`src/hdl/ipdc_map.vh`:
```
// Purpose: constants for the interrupt priority and daisy chain core
// Assumes: axi4-lite register access, 32-bit data, one word per register
// Notes: byte offsets below are the register addresses on the bus
//
// Functional notes
// - sixteen channels ranked fixed; general line seven code 1111 highest, line zero 0000 lowest.
// - line6 1110, timer A 1101, rx full 1100, rx err 1011, tx empty 1010, tx err 1001, timer B 1000.
// - line5 0111, line4 0110, timer C 0101, timer D 0100, lines 3,2,1 are 0011,0010,0001.
// - vector upper nibble copied from upper nibble of the vector register.
// - vector lower nibble is code of highest-priority requesting channel.
// - acknowledge with chain input asserted: answer vector if needing service, else pass on.
// - a device that supplies a vector keeps its chain output deasserted.
// - each channel has an enable bit; one enables, zero disables.
// - enable registers read back stored bits at any time.
// - event on enabled channel sets pending bit and raises request output.
// - events on disabled channels are ignored entirely.
// - writing zero to enable bit clears matching pending bit.
// - disabling a channel leaves its in-service bit unchanged.
// - vectored answer clears the answered channel's pending bit.
// - pending write clears bits written zero, keeps bits written one.
// - writing all ones leaves pending unchanged; writes never set pending.
// - with acknowledge and data strobe, drive vector on low data then transfer acknowledge.
// - a device passing the chain drives neither data nor transfer acknowledge.
// - masked channel still sets pending but raises no request.
// - software end mode: in-service bit blocks lower channels from request and vector.
`ifndef IPDC_MAP_VH
`define IPDC_MAP_VH
`define IPDC_OFF_ENABLE_UPPER 8'h00
`define IPDC_OFF_ENABLE_LOWER 8'h04
`define IPDC_OFF_PENDING_UPPER 8'h08
`define IPDC_OFF_PENDING_LOWER 8'h0c
`define IPDC_OFF_INSERVICE_UPPER 8'h10
`define IPDC_OFF_INSERVICE_LOWER 8'h14
`define IPDC_OFF_MASK_UPPER 8'h18
`define IPDC_OFF_MASK_LOWER 8'h1c
`define IPDC_OFF_VECTOR 8'h20
`define IPDC_VECTOR_RESET 8'h0f
`define IPDC_VECTOR_SOFT_EOI_BIT 3
`define IPDC_RESP_OKAY 2'b00
`define IPDC_RESP_SLVERR 2'b10
`endif

```
`src/hdl/ipdc_core.v`:
```
// Purpose: priority, vectoring and daisy chain core of a 16-channel interrupt controller
// Assumes: axi4-lite slave for registers; acknowledge pins synchronous to CLK_SYS
// Notes: channel bit index is its channel code; upper register holds codes 15..8
//        strobes must rise between two acknowledge cycles
//
// The AXI4-Lite slave port and the address map are this design's own decisions.
`timescale 1ns/1ns
`default_nettype none
`include "ipdc_map.vh"
module ipdc_core #(
  parameter NCH = 16
) (
  input wire CLK_SYS,
  input wire RST_B,
  input wire [NCH-1:0] CHANNEL_EVENT,
  input wire INTERRUPT_ACKNOWLEDGE_STROBE_B,
  input wire DATA_STROBE_B,
  input wire CHAIN_PRIORITY_IN_B,
  output wire CHAIN_PRIORITY_OUT_B,
  output wire INTERRUPT_REQUEST_B,
  output wire [7:0] VECTOR_DATA_OUT,
  output wire VECTOR_DATA_OE,
  output wire TRANSFER_ACKNOWLEDGE_B_OUT,
  output wire TRANSFER_ACKNOWLEDGE_OE,
  input wire [7:0] S_AXI_AWADDR,
  input wire S_AXI_AWVALID,
  output wire S_AXI_AWREADY,
  input wire [31:0] S_AXI_WDATA,
  input wire [3:0] S_AXI_WSTRB,
  input wire S_AXI_WVALID,
  output wire S_AXI_WREADY,
  output wire [1:0] S_AXI_BRESP,
  output wire S_AXI_BVALID,
  input wire S_AXI_BREADY,
  input wire [7:0] S_AXI_ARADDR,
  input wire S_AXI_ARVALID,
  output wire S_AXI_ARREADY,
  output wire [31:0] S_AXI_RDATA,
  output wire [1:0] S_AXI_RRESP,
  output wire S_AXI_RVALID,
  input wire S_AXI_RREADY
);
  // acknowledge cycle states
  localparam ST_IDLE = 2'd0;
  localparam ST_ANSWER = 2'd1;
  localparam ST_PASS = 2'd2;
  localparam ST_WAIT = 2'd3;

  // channel registers, one bit per channel code, then the vector register
  reg [NCH-1:0] enable_reg;
  reg [NCH-1:0] pending_reg;
  reg [NCH-1:0] inservice_reg;
  reg [NCH-1:0] mask_reg;
  reg [7:0] vector_reg;

  // acknowledge cycle state and the latched vector
  reg [1:0] state_reg;
  reg [1:0] state_next;
  reg [7:0] vec_out_reg;

  // axi bookkeeping: held halves of a write, registered answers
  reg aw_hold_reg;
  reg w_hold_reg;
  reg [7:0] awaddr_reg;
  reg [31:0] wdata_reg;
  reg [3:0] wstrb_reg;
  reg bvalid_reg;
  reg [1:0] bresp_reg;
  reg rvalid_reg;
  reg [31:0] rdata_reg;
  reg [1:0] rresp_reg;

  // the vector register resets with the software end bit set, so in-service
  // tracking is live until software writes the vector register with that bit clear
  wire soft_eoi = vector_reg[`IPDC_VECTOR_SOFT_EOI_BIT];
  wire ack_active = ~INTERRUPT_ACKNOWLEDGE_STROBE_B & ~DATA_STROBE_B;
  wire [NCH-1:0] block;
  wire [NCH-1:0] service_req;
  wire [3:0] top_code;
  wire top_found;

  // a channel is blocked by any in-service bit at its own code or above
  genvar g;
  generate
    for (g = 0; g < NCH; g = g + 1) begin : g_blk
      assign block[g] = soft_eoi & (|(inservice_reg >> g));
    end
  endgenerate

  // masking only gates the request, pending keeps collecting
  assign service_req = enable_reg & pending_reg & mask_reg & ~block;

  // code equals bit index: 15 line seven, 14 line six, 13 timer A,
  // 12 receive full, 11 receive error, 10 transmit empty, 9 transmit error,
  // 8 timer B, 7 line five, 6 line four, 5 timer C, 4 timer D,
  // 3 to 0 lines three to zero; the sources wire events to these bits
  ipdc_prio_enc #(.N(NCH), .W(4)) u_enc (
    .req(service_req),
    .code(top_code),
    .found(top_found)
  );

  // request follows the encoder directly, no extra cycle of delay
  assign INTERRUPT_REQUEST_B = ~top_found;

  // acknowledge decision: answer when chain input asserted and service needed
  // the decision is taken once, at entry, so a request that arrives mid cycle
  // cannot change which device answers or which vector goes out
  always @* begin
    state_next = state_reg;
    case (state_reg)
      ST_IDLE: begin
        if (ack_active && !CHAIN_PRIORITY_IN_B) begin
          state_next = top_found ? ST_ANSWER : ST_PASS;
        end
      end
      ST_ANSWER: begin
        state_next = ST_WAIT;
      end
      ST_PASS: begin
        if (!ack_active || CHAIN_PRIORITY_IN_B) state_next = ST_IDLE;
      end
      ST_WAIT: begin
        if (!ack_active) state_next = ST_IDLE;
      end
      default: state_next = ST_IDLE;
    endcase
  end

  // vector latched at entry so it stands stable through the cycle
  always @(posedge CLK_SYS or negedge RST_B) begin
    if (!RST_B) begin
      state_reg <= ST_IDLE;
      vec_out_reg <= 8'h00;
    end else begin
      state_reg <= state_next;
      if (state_reg == ST_IDLE && state_next == ST_ANSWER) begin
        vec_out_reg <= {vector_reg[7:4], top_code};
      end
    end
  end

  // data placed one cycle before transfer acknowledge, released when strobes rise
  assign VECTOR_DATA_OUT = vec_out_reg;
  assign VECTOR_DATA_OE = (state_reg == ST_ANSWER) || (state_reg == ST_WAIT);
  assign TRANSFER_ACKNOWLEDGE_OE = VECTOR_DATA_OE;
  assign TRANSFER_ACKNOWLEDGE_B_OUT = ~(state_reg == ST_WAIT);
  // chain passes only while not answering; are wiring outside
  assign CHAIN_PRIORITY_OUT_B = ~(state_reg == ST_PASS);

  // axi write: address and data latched in any order, then one response
  // readies stay low while a response waits, so a second write cannot slip
  // in ahead of the first one's answer
  wire aw_take = S_AXI_AWVALID & ~aw_hold_reg & ~bvalid_reg;
  wire w_take = S_AXI_WVALID & ~w_hold_reg & ~bvalid_reg;
  assign S_AXI_AWREADY = ~aw_hold_reg & ~bvalid_reg;
  assign S_AXI_WREADY = ~w_hold_reg & ~bvalid_reg;
  wire [7:0] wr_addr = aw_hold_reg ? awaddr_reg : S_AXI_AWADDR;
  wire [31:0] wr_data = w_hold_reg ? wdata_reg : S_AXI_WDATA;
  wire [3:0] wr_strb = w_hold_reg ? wstrb_reg : S_AXI_WSTRB;
  wire wr_fire = (aw_hold_reg | aw_take) & (w_hold_reg | w_take);
  // only byte lane zero carries register data; other lanes are ignored
  wire wr_lane = wr_strb[0];
  wire [7:0] wb = wr_data[7:0];
  // unmapped addresses answer with an error and change nothing
  wire wr_hit = (wr_addr == `IPDC_OFF_ENABLE_UPPER) || (wr_addr == `IPDC_OFF_ENABLE_LOWER) ||
    (wr_addr == `IPDC_OFF_PENDING_UPPER) || (wr_addr == `IPDC_OFF_PENDING_LOWER) ||
    (wr_addr == `IPDC_OFF_INSERVICE_UPPER) || (wr_addr == `IPDC_OFF_INSERVICE_LOWER) ||
    (wr_addr == `IPDC_OFF_MASK_UPPER) || (wr_addr == `IPDC_OFF_MASK_LOWER) ||
    (wr_addr == `IPDC_OFF_VECTOR);
  wire we = wr_fire & wr_lane;

  always @(posedge CLK_SYS or negedge RST_B) begin
    if (!RST_B) begin
      aw_hold_reg <= 1'b0;
      w_hold_reg <= 1'b0;
      awaddr_reg <= 8'h00;
      wdata_reg <= 32'h0;
      wstrb_reg <= 4'h0;
      bvalid_reg <= 1'b0;
      bresp_reg <= `IPDC_RESP_OKAY;
    end else begin
      if (wr_fire) begin
        aw_hold_reg <= 1'b0;
        w_hold_reg <= 1'b0;
        bvalid_reg <= 1'b1;
        bresp_reg <= wr_hit ? `IPDC_RESP_OKAY : `IPDC_RESP_SLVERR;
      end else begin
        if (aw_take) begin
          aw_hold_reg <= 1'b1;
          awaddr_reg <= S_AXI_AWADDR;
        end
        if (w_take) begin
          w_hold_reg <= 1'b1;
          wdata_reg <= S_AXI_WDATA;
          wstrb_reg <= S_AXI_WSTRB;
        end
        if (bvalid_reg && S_AXI_BREADY) bvalid_reg <= 1'b0;
      end
    end
  end
  // write response straight from its flip-flops
  assign S_AXI_BVALID = bvalid_reg;
  assign S_AXI_BRESP = bresp_reg;

  // write masks for register fields, upper byte holds codes 15..8
  wire wen_eu = we && wr_addr == `IPDC_OFF_ENABLE_UPPER;
  wire wen_el = we && wr_addr == `IPDC_OFF_ENABLE_LOWER;
  wire wen_pu = we && wr_addr == `IPDC_OFF_PENDING_UPPER;
  wire wen_pl = we && wr_addr == `IPDC_OFF_PENDING_LOWER;
  wire wen_su = we && wr_addr == `IPDC_OFF_INSERVICE_UPPER;
  wire wen_sl = we && wr_addr == `IPDC_OFF_INSERVICE_LOWER;
  wire wen_mu = we && wr_addr == `IPDC_OFF_MASK_UPPER;
  wire wen_ml = we && wr_addr == `IPDC_OFF_MASK_LOWER;
  wire wen_vec = we && wr_addr == `IPDC_OFF_VECTOR;

  // next enable value, used by the pending and event logic below
  wire [NCH-1:0] enable_new = {wen_eu ? wb : enable_reg[15:8],
                               wen_el ? wb : enable_reg[7:0]};
  // a zero written to pending clears; a one leaves the bit alone
  wire [NCH-1:0] pend_keep = {wen_pu ? wb : 8'hff, wen_pl ? wb : 8'hff};
  wire [NCH-1:0] isr_keep = {wen_su ? wb : 8'hff, wen_sl ? wb : 8'hff};
  wire answer_now = (state_reg == ST_IDLE) && (state_next == ST_ANSWER);
  // one-hot of the channel being answered, empty outside an answer
  wire [NCH-1:0] ack_hit = answer_now ? ({{(NCH-1){1'b0}}, 1'b1} << top_code) : {NCH{1'b0}};
  wire [NCH-1:0] new_event = CHANNEL_EVENT & enable_new;

  // channel state updates; new events win over same-cycle write and acknowledge clears, not over disable
  always @(posedge CLK_SYS or negedge RST_B) begin
    if (!RST_B) begin
      enable_reg <= {NCH{1'b0}};
      pending_reg <= {NCH{1'b0}};
      inservice_reg <= {NCH{1'b0}};
    end else begin
      enable_reg <= enable_new;
      // disable clears pending, acknowledge clears the answered bit
      pending_reg <= (pending_reg & pend_keep & enable_new & ~ack_hit) | new_event;
      // in-service ignores enable changes; set only in software end mode
      inservice_reg <= (inservice_reg & isr_keep) |
                       (soft_eoi ? ack_hit : {NCH{1'b0}});
    end
  end

  // masks and vector base only change by register write
  // masks reset to zero, so every channel starts masked until software opens it
  always @(posedge CLK_SYS or negedge RST_B) begin
    if (!RST_B) begin
      mask_reg <= {NCH{1'b0}};
      vector_reg <= `IPDC_VECTOR_RESET;
    end else begin
      if (wen_mu) begin
        mask_reg[15:8] <= wb;
      end
      if (wen_ml) begin
        mask_reg[7:0] <= wb;
      end
      // the low three bits are written as zero and always read as zero
      if (wen_vec) begin
        vector_reg <= {wb[7:4], wb[3], 3'b000};
      end
    end
  end

  // axi read: one outstanding, data registered
  assign S_AXI_ARREADY = ~rvalid_reg;
  // read mux over the byte-wide registers
  reg [7:0] rd_byte;
  reg rd_hit;
  always @* begin
    rd_hit = 1'b1;
    case (S_AXI_ARADDR)
      `IPDC_OFF_ENABLE_UPPER: rd_byte = enable_reg[15:8];
      `IPDC_OFF_ENABLE_LOWER: rd_byte = enable_reg[7:0];
      `IPDC_OFF_PENDING_UPPER: rd_byte = pending_reg[15:8];
      `IPDC_OFF_PENDING_LOWER: rd_byte = pending_reg[7:0];
      `IPDC_OFF_INSERVICE_UPPER: rd_byte = inservice_reg[15:8];
      `IPDC_OFF_INSERVICE_LOWER: rd_byte = inservice_reg[7:0];
      `IPDC_OFF_MASK_UPPER: rd_byte = mask_reg[15:8];
      `IPDC_OFF_MASK_LOWER: rd_byte = mask_reg[7:0];
      `IPDC_OFF_VECTOR: rd_byte = {vector_reg[7:3], 3'b000};
      default: begin
        rd_byte = 8'h00;
        rd_hit = 1'b0;
      end
    endcase
  end

  // read answer registered; the address is decoded in the cycle it is taken
  always @(posedge CLK_SYS or negedge RST_B) begin
    if (!RST_B) begin
      rvalid_reg <= 1'b0;
      rdata_reg <= 32'h0;
      rresp_reg <= `IPDC_RESP_OKAY;
    end else begin
      if (S_AXI_ARVALID && !rvalid_reg) begin
        rvalid_reg <= 1'b1;
        rdata_reg <= {24'h000000, rd_byte};
        rresp_reg <= rd_hit ? `IPDC_RESP_OKAY : `IPDC_RESP_SLVERR;
      end else if (rvalid_reg && S_AXI_RREADY) begin
        rvalid_reg <= 1'b0;
      end
    end
  end
  // read answer straight from its flip-flops
  assign S_AXI_RVALID = rvalid_reg;
  assign S_AXI_RDATA = rdata_reg;
  assign S_AXI_RRESP = rresp_reg;
endmodule // ipdc_core
`default_nettype wire

```
`src/hdl/ipdc_prio_enc.v`:
```
// Purpose: fixed priority encoder over sixteen channel requests
// Assumes: bit index equals channel code
// Notes: purely combinational; found is low when no bit is set
`timescale 1ns/1ns
`default_nettype none
module ipdc_prio_enc #(
  parameter N = 16,
  parameter W = 4
) (
  input wire [N-1:0] req,
  output reg [W-1:0] code,
  output reg found
);
  integer i;
  // scan upward so the highest index wins
  always @* begin
    code = {W{1'b0}};
    found = 1'b0;
    for (i = 0; i < N; i = i + 1) begin
      if (req[i]) begin
        code = i[W-1:0];
        found = 1'b1;
      end
    end
  end
endmodule // ipdc_prio_enc
`default_nettype wire

```
`config.mk`:
```
export PLATFORM = sky130hd
export DESIGN_NAME = ipdc_core
export DESIGN_NICKNAME = d
export VERILOG_FILES = /design/src/hdl/ipdc_core.v /design/src/hdl/ipdc_prio_enc.v
export VERILOG_INCLUDE_DIRS = /design/src /design/src/hdl
export SDC_FILE = /design/constraint.sdc
export NUM_CORES = 1
export LEC_CHECK = 0
export ABC_CLOCK_PERIOD_IN_PS = 3200
export BUFFER_PORTS_ARGS = -buffer_cell sky130_fd_sc_hd__buf_2
export CAP_MARGIN = 20
export CORE_ASPECT_RATIO = 2
export CORE_MARGIN = 2
export CORE_UTILIZATION = 50
export DETAILED_ROUTE_END_ITERATION = 7
export PLACE_DENSITY = 0.77
export SLEW_MARGIN = 5
export SYNTH_ARGS = -nofsm -noshare
export SYNTH_HDL_FRONTEND = slang
export SYNTH_HIERARCHICAL = 1
export SYNTH_SLANG_ARGS = --single-unit
```
`constraint.sdc`:
```
create_clock -name CLK_SYS -period 3.2 [get_ports CLK_SYS]
set_input_delay 0 -clock CLK_SYS [delete_from_list [all_inputs] [get_ports CLK_SYS]]
set_output_delay 0 -clock CLK_SYS [all_outputs]
set_load 0.01 [all_outputs]
```
==> qor_table.md <==
| Result | Reported | Unit |
| --- | --- | --- |
| Cell area power density | 491 | nW/um2 |
| Antenna Cells | 0 | - |
| Critical path origin | inservice_reg[14] | - |
| Final setup slack of the worst path | -158 | ps |
| Post-DRT Antenna Nets | 0 | - |
| Share of synthesized area occupied by flip-flops and latches | 44.9 | % |
| Outcome | finished, violations left | - |
| Clock net sink count | 110 | - |
| Met3 Wirelength | 828 | um |
| Flip-flop and latch count after synthesis | 110 | - |
| Die boundary width | 82.3 | um |
| Number of global-route vias before repair | 5350 | - |
| Cell breakdown of the critical path | or3_4, nand4bb_4, or3_4, o21a_1, a211oi_2, nor2_1, a221o_1, a31oi_4, nand2_4, or3_4, o2bb2ai_2 | - |
| CTS tree | built | - |
| Largest net degree at the start of global routing | 88 | - |
| Non-Filler Instances | 861 | - |
| CP top delay family | simple AND/OR/NAND/NOR gates | - |
| Endpoint kind of the worst setup timing path | flop | - |
| Core area | 12100 | um2 |
| Highest metal used | met4 | - |
| Detail-routed net length per standard cell | 21.2 | um |
| Maximum ir drop on the vdd rail | 0.386 | mV |
| Crit Path Category | flop to flop | - |
| Most frequently used flop master after synthesis | dfrtp_1 | - |
| Crit path max-delay cell type | or3_4 | - |
| Detailed Place HPWL | 13400 | um |
| Area of the die | 13200 | um2 |
| Detailed Route WL | 18300 | um |
| Die outline height | 161 | um |
| Count of flip-flops with a built-in enable after synthesis | 0 | - |
| Clock-pin slew of the registers on the worst-case setup and hold paths | 70 | ps |
| Average size of a mapped cell | 11.1 | um2 |
| Post-Synthesis Cell Area | 6130 | um2 |
| Share of synthesized flip-flops with an asynchronous set or reset | 100 | % |
| Master cell of the clock root buffer | clkbuf_16 | - |
| Most repeated library cell on the critical path | or3_4 | - |
| Tightest Pin Transition | 1100 | ps |
| RSZ-0062 raised after global routing | yes | - |
| Post-synthesis cell count | 554 | - |
| Startpoint Class | flop | - |
| Met2 wire length | 10300 | um |
| Total iterations of the first detailed-routing run | 5 | - |
| Num ports | 132 | - |
| Final design instance area without fill | 7940 | um2 |
| Time the worst path needs with I/O delays and setup | 3360 | ps |
| Global route overflow | 0 | - |
| Count of H-tree levels built during CTS | 3 | - |
| Total count of hold-check failures in the final report | 0 | - |
| Area overhead of the layout relative to synthesis | 29.4 | % |
| Maxcap violations | 0 | - |
| Critical hold path startpoint | INTERRUPT_ACKNOWLEDGE_STROBE_B | - |
| Number of buffers inserted during clock tree synthesis | 9 | - |
| Drc violations | 0 | - |
| Clk buf depth | 2 | - |
| Hold Worst Slack | 12.7 | ps |
| Number of placed cells counting well taps | 801 | - |
| Number of buffers and inverters on the critical path | 0 | - |
| Clk_skew | 10.7 | ps |
| Number of max-slew violations in the final report | 0 | - |
| Number of synthesis warnings | 6 | - |
| Count of cell types in the netlist | 57 | - |
| Final-stage net count | 787 | - |
| Worst-path maximum fanout | 5 | - |
| Initial antenna violation count | 0 | - |
| Violated checks | negative setup slack | - |
| Global-route wire length before repair | 28000 | um |
| GPL Wtd Cong | 0.980 | - |
| Most common cell after layout, fill and taps aside | dfrtp_1 | - |
| Fraction of layout instances using a drive strength above 1 | 42.0 | % |
| Achievable frequency | 0.298 | GHz |
| Total number of vias | 5256 | - |
| Routed vias/inst | 6.10 | - |
| Tcrit/Tclk final | 105 | % |
| Top library cells by usage in the layout, fill and taps aside | dfrtp_1 (109), buf_2 (77), mux2_2 (57) | - |
| First-iteration detailed-routing DRC count | 367 | - |
| Reg-to-reg critical path startpoint | inservice_reg[14] | - |
| Largest stage delay on the critical path | 400 | ps |
| Post-route met1 wirelength | 6200 | um |
| Aggregate global-route resource usage | 28.4 | % |
| Reg-to-reg setup timing slack | -160 | ps |
| Number of buffers inserted by port buffering | 78 | - |
| Effective utilization at floorplan | 50.9 | % |
| Arr. time, crit path | 3630 | ps |
| Hold crit path type | input pin to flop | - |
| LEAKAGE | 3.57 | nW |
| Cell Area, Placed | 6810 | um2 |
| Placement-stage worst setup slack | -401 | ps |
| Clk_lat worst skew | 360 | ps |
| Utilization after layout | 65.9 | % |
| Tightest slew margin relative to the limit | 25.8 | % |
| Required time worst endpoint | 3470 | ps |
| Site Rows | 57 | - |
| # setup viols final | 31 | - |
-- cells by family after synthesis --
logic type / synth area share [%]
simple gates: 14.3
compound gates: 14.0
flops: 44.9
mux: 20.8
buf+inv: 6.06
other cells: 0.0612
-- worst register-to-register path, delay by kind of cell (launching register included) --
| family | cells | cell delay [ps] |
|---|---|---|
| DFF | 1 | 380 |
| AOI/OAI and AO/OA | 5 | 1310 |
| and+or+nand+nor | 6 | 1590 |
-- power by group --
part	internal (mW)	switching, mW
Combinational	0.481	0.518
Clock	0.564	0.542
Sequential	1.59	0.203
Total	2.64	1.26
-- cells in the mapped netlist (3+ instances only) --
cell type    n  share of area, %
or3_1        8              0.82
nand3b_1     4              0.49
nand2_1     23               1.4
mux4_2      12               4.4
nand2b_1    14               1.4
nand3_1     32               2.6
o21ai_0     35               2.9
o21a_1      18               2.2
and4_1       6              0.86
buf_4       27               3.3
inv_1       14              0.86
nor4_1       8              0.82
mux2i_1     12               2.0
nor3_1       6              0.49
a22oi_1      3              0.37
clkbuf_1     9              0.55
dfrtp_1    109                44
a31oi_1      5              0.51
a21oi_1     32               2.6
o22ai_1      3              0.31
a32oi_1      3              0.43
mux2_4      16               3.9
buf_1        4              0.24
nor2_1      24               1.5
nor2b_1      7              0.71
nand4_1      4              0.41
mux2_2      57                10
o2bb2ai_1   16               2.3
-- routing by layer --
metal	vias up	global-route usage [%]
met2	227	51.4
li1	2337	-
met4	0	13.9
met1	2627	30.3
met5	-	0
met3	65	4.61
-- path summary, 6_finish.rpt --
check | end | cells after the start
setup / recovery | inservice_reg[11] | 11
hold / removal | state_reg[0] | 4
setup reg to reg | inservice_reg[11] | 11
hold reg to reg | S_AXI_RDATA[0] | 2
max in group asynchronous | wdata_reg[4] | 4
min in group asynchronous | mask_reg[9] | 2
-- layout make-up --
cell class | instances | area [um2]
multi-input combinational | 410 | 3460
timing repair buffer | 164 | 1190
tap | 147 | 184
fill | 962 | 4120
clock buffer | 10 | 239
sequential | 110 | 2750
inverter | 14 | 52.6
clock inverter | 6 | 55.1
-- per-stage QoR --
stage               total power [mW]  setup TNS, ps
global placement                2.69          -5590
detailed placement              2.74          -9890
floorplan                       2.45              0
CTS                             3.88          -1590
global route                    4.09          -4430
finish                          3.90          -2610
-- what timing repair did --
| item | in CTS | in global routing |
|---|---|---|
| setup buffers | 5 | 2 |
| pin swaps | 30 | 19 |
| setup endpoints to repair | 40 | 40 |
| gates resized for setup | 59 | 37 |
| hold endpoints to repair | 119 | 0 |
| hold buffers | 36 | 0 |
No activity file was read; power rests on OpenSTA's default activity.
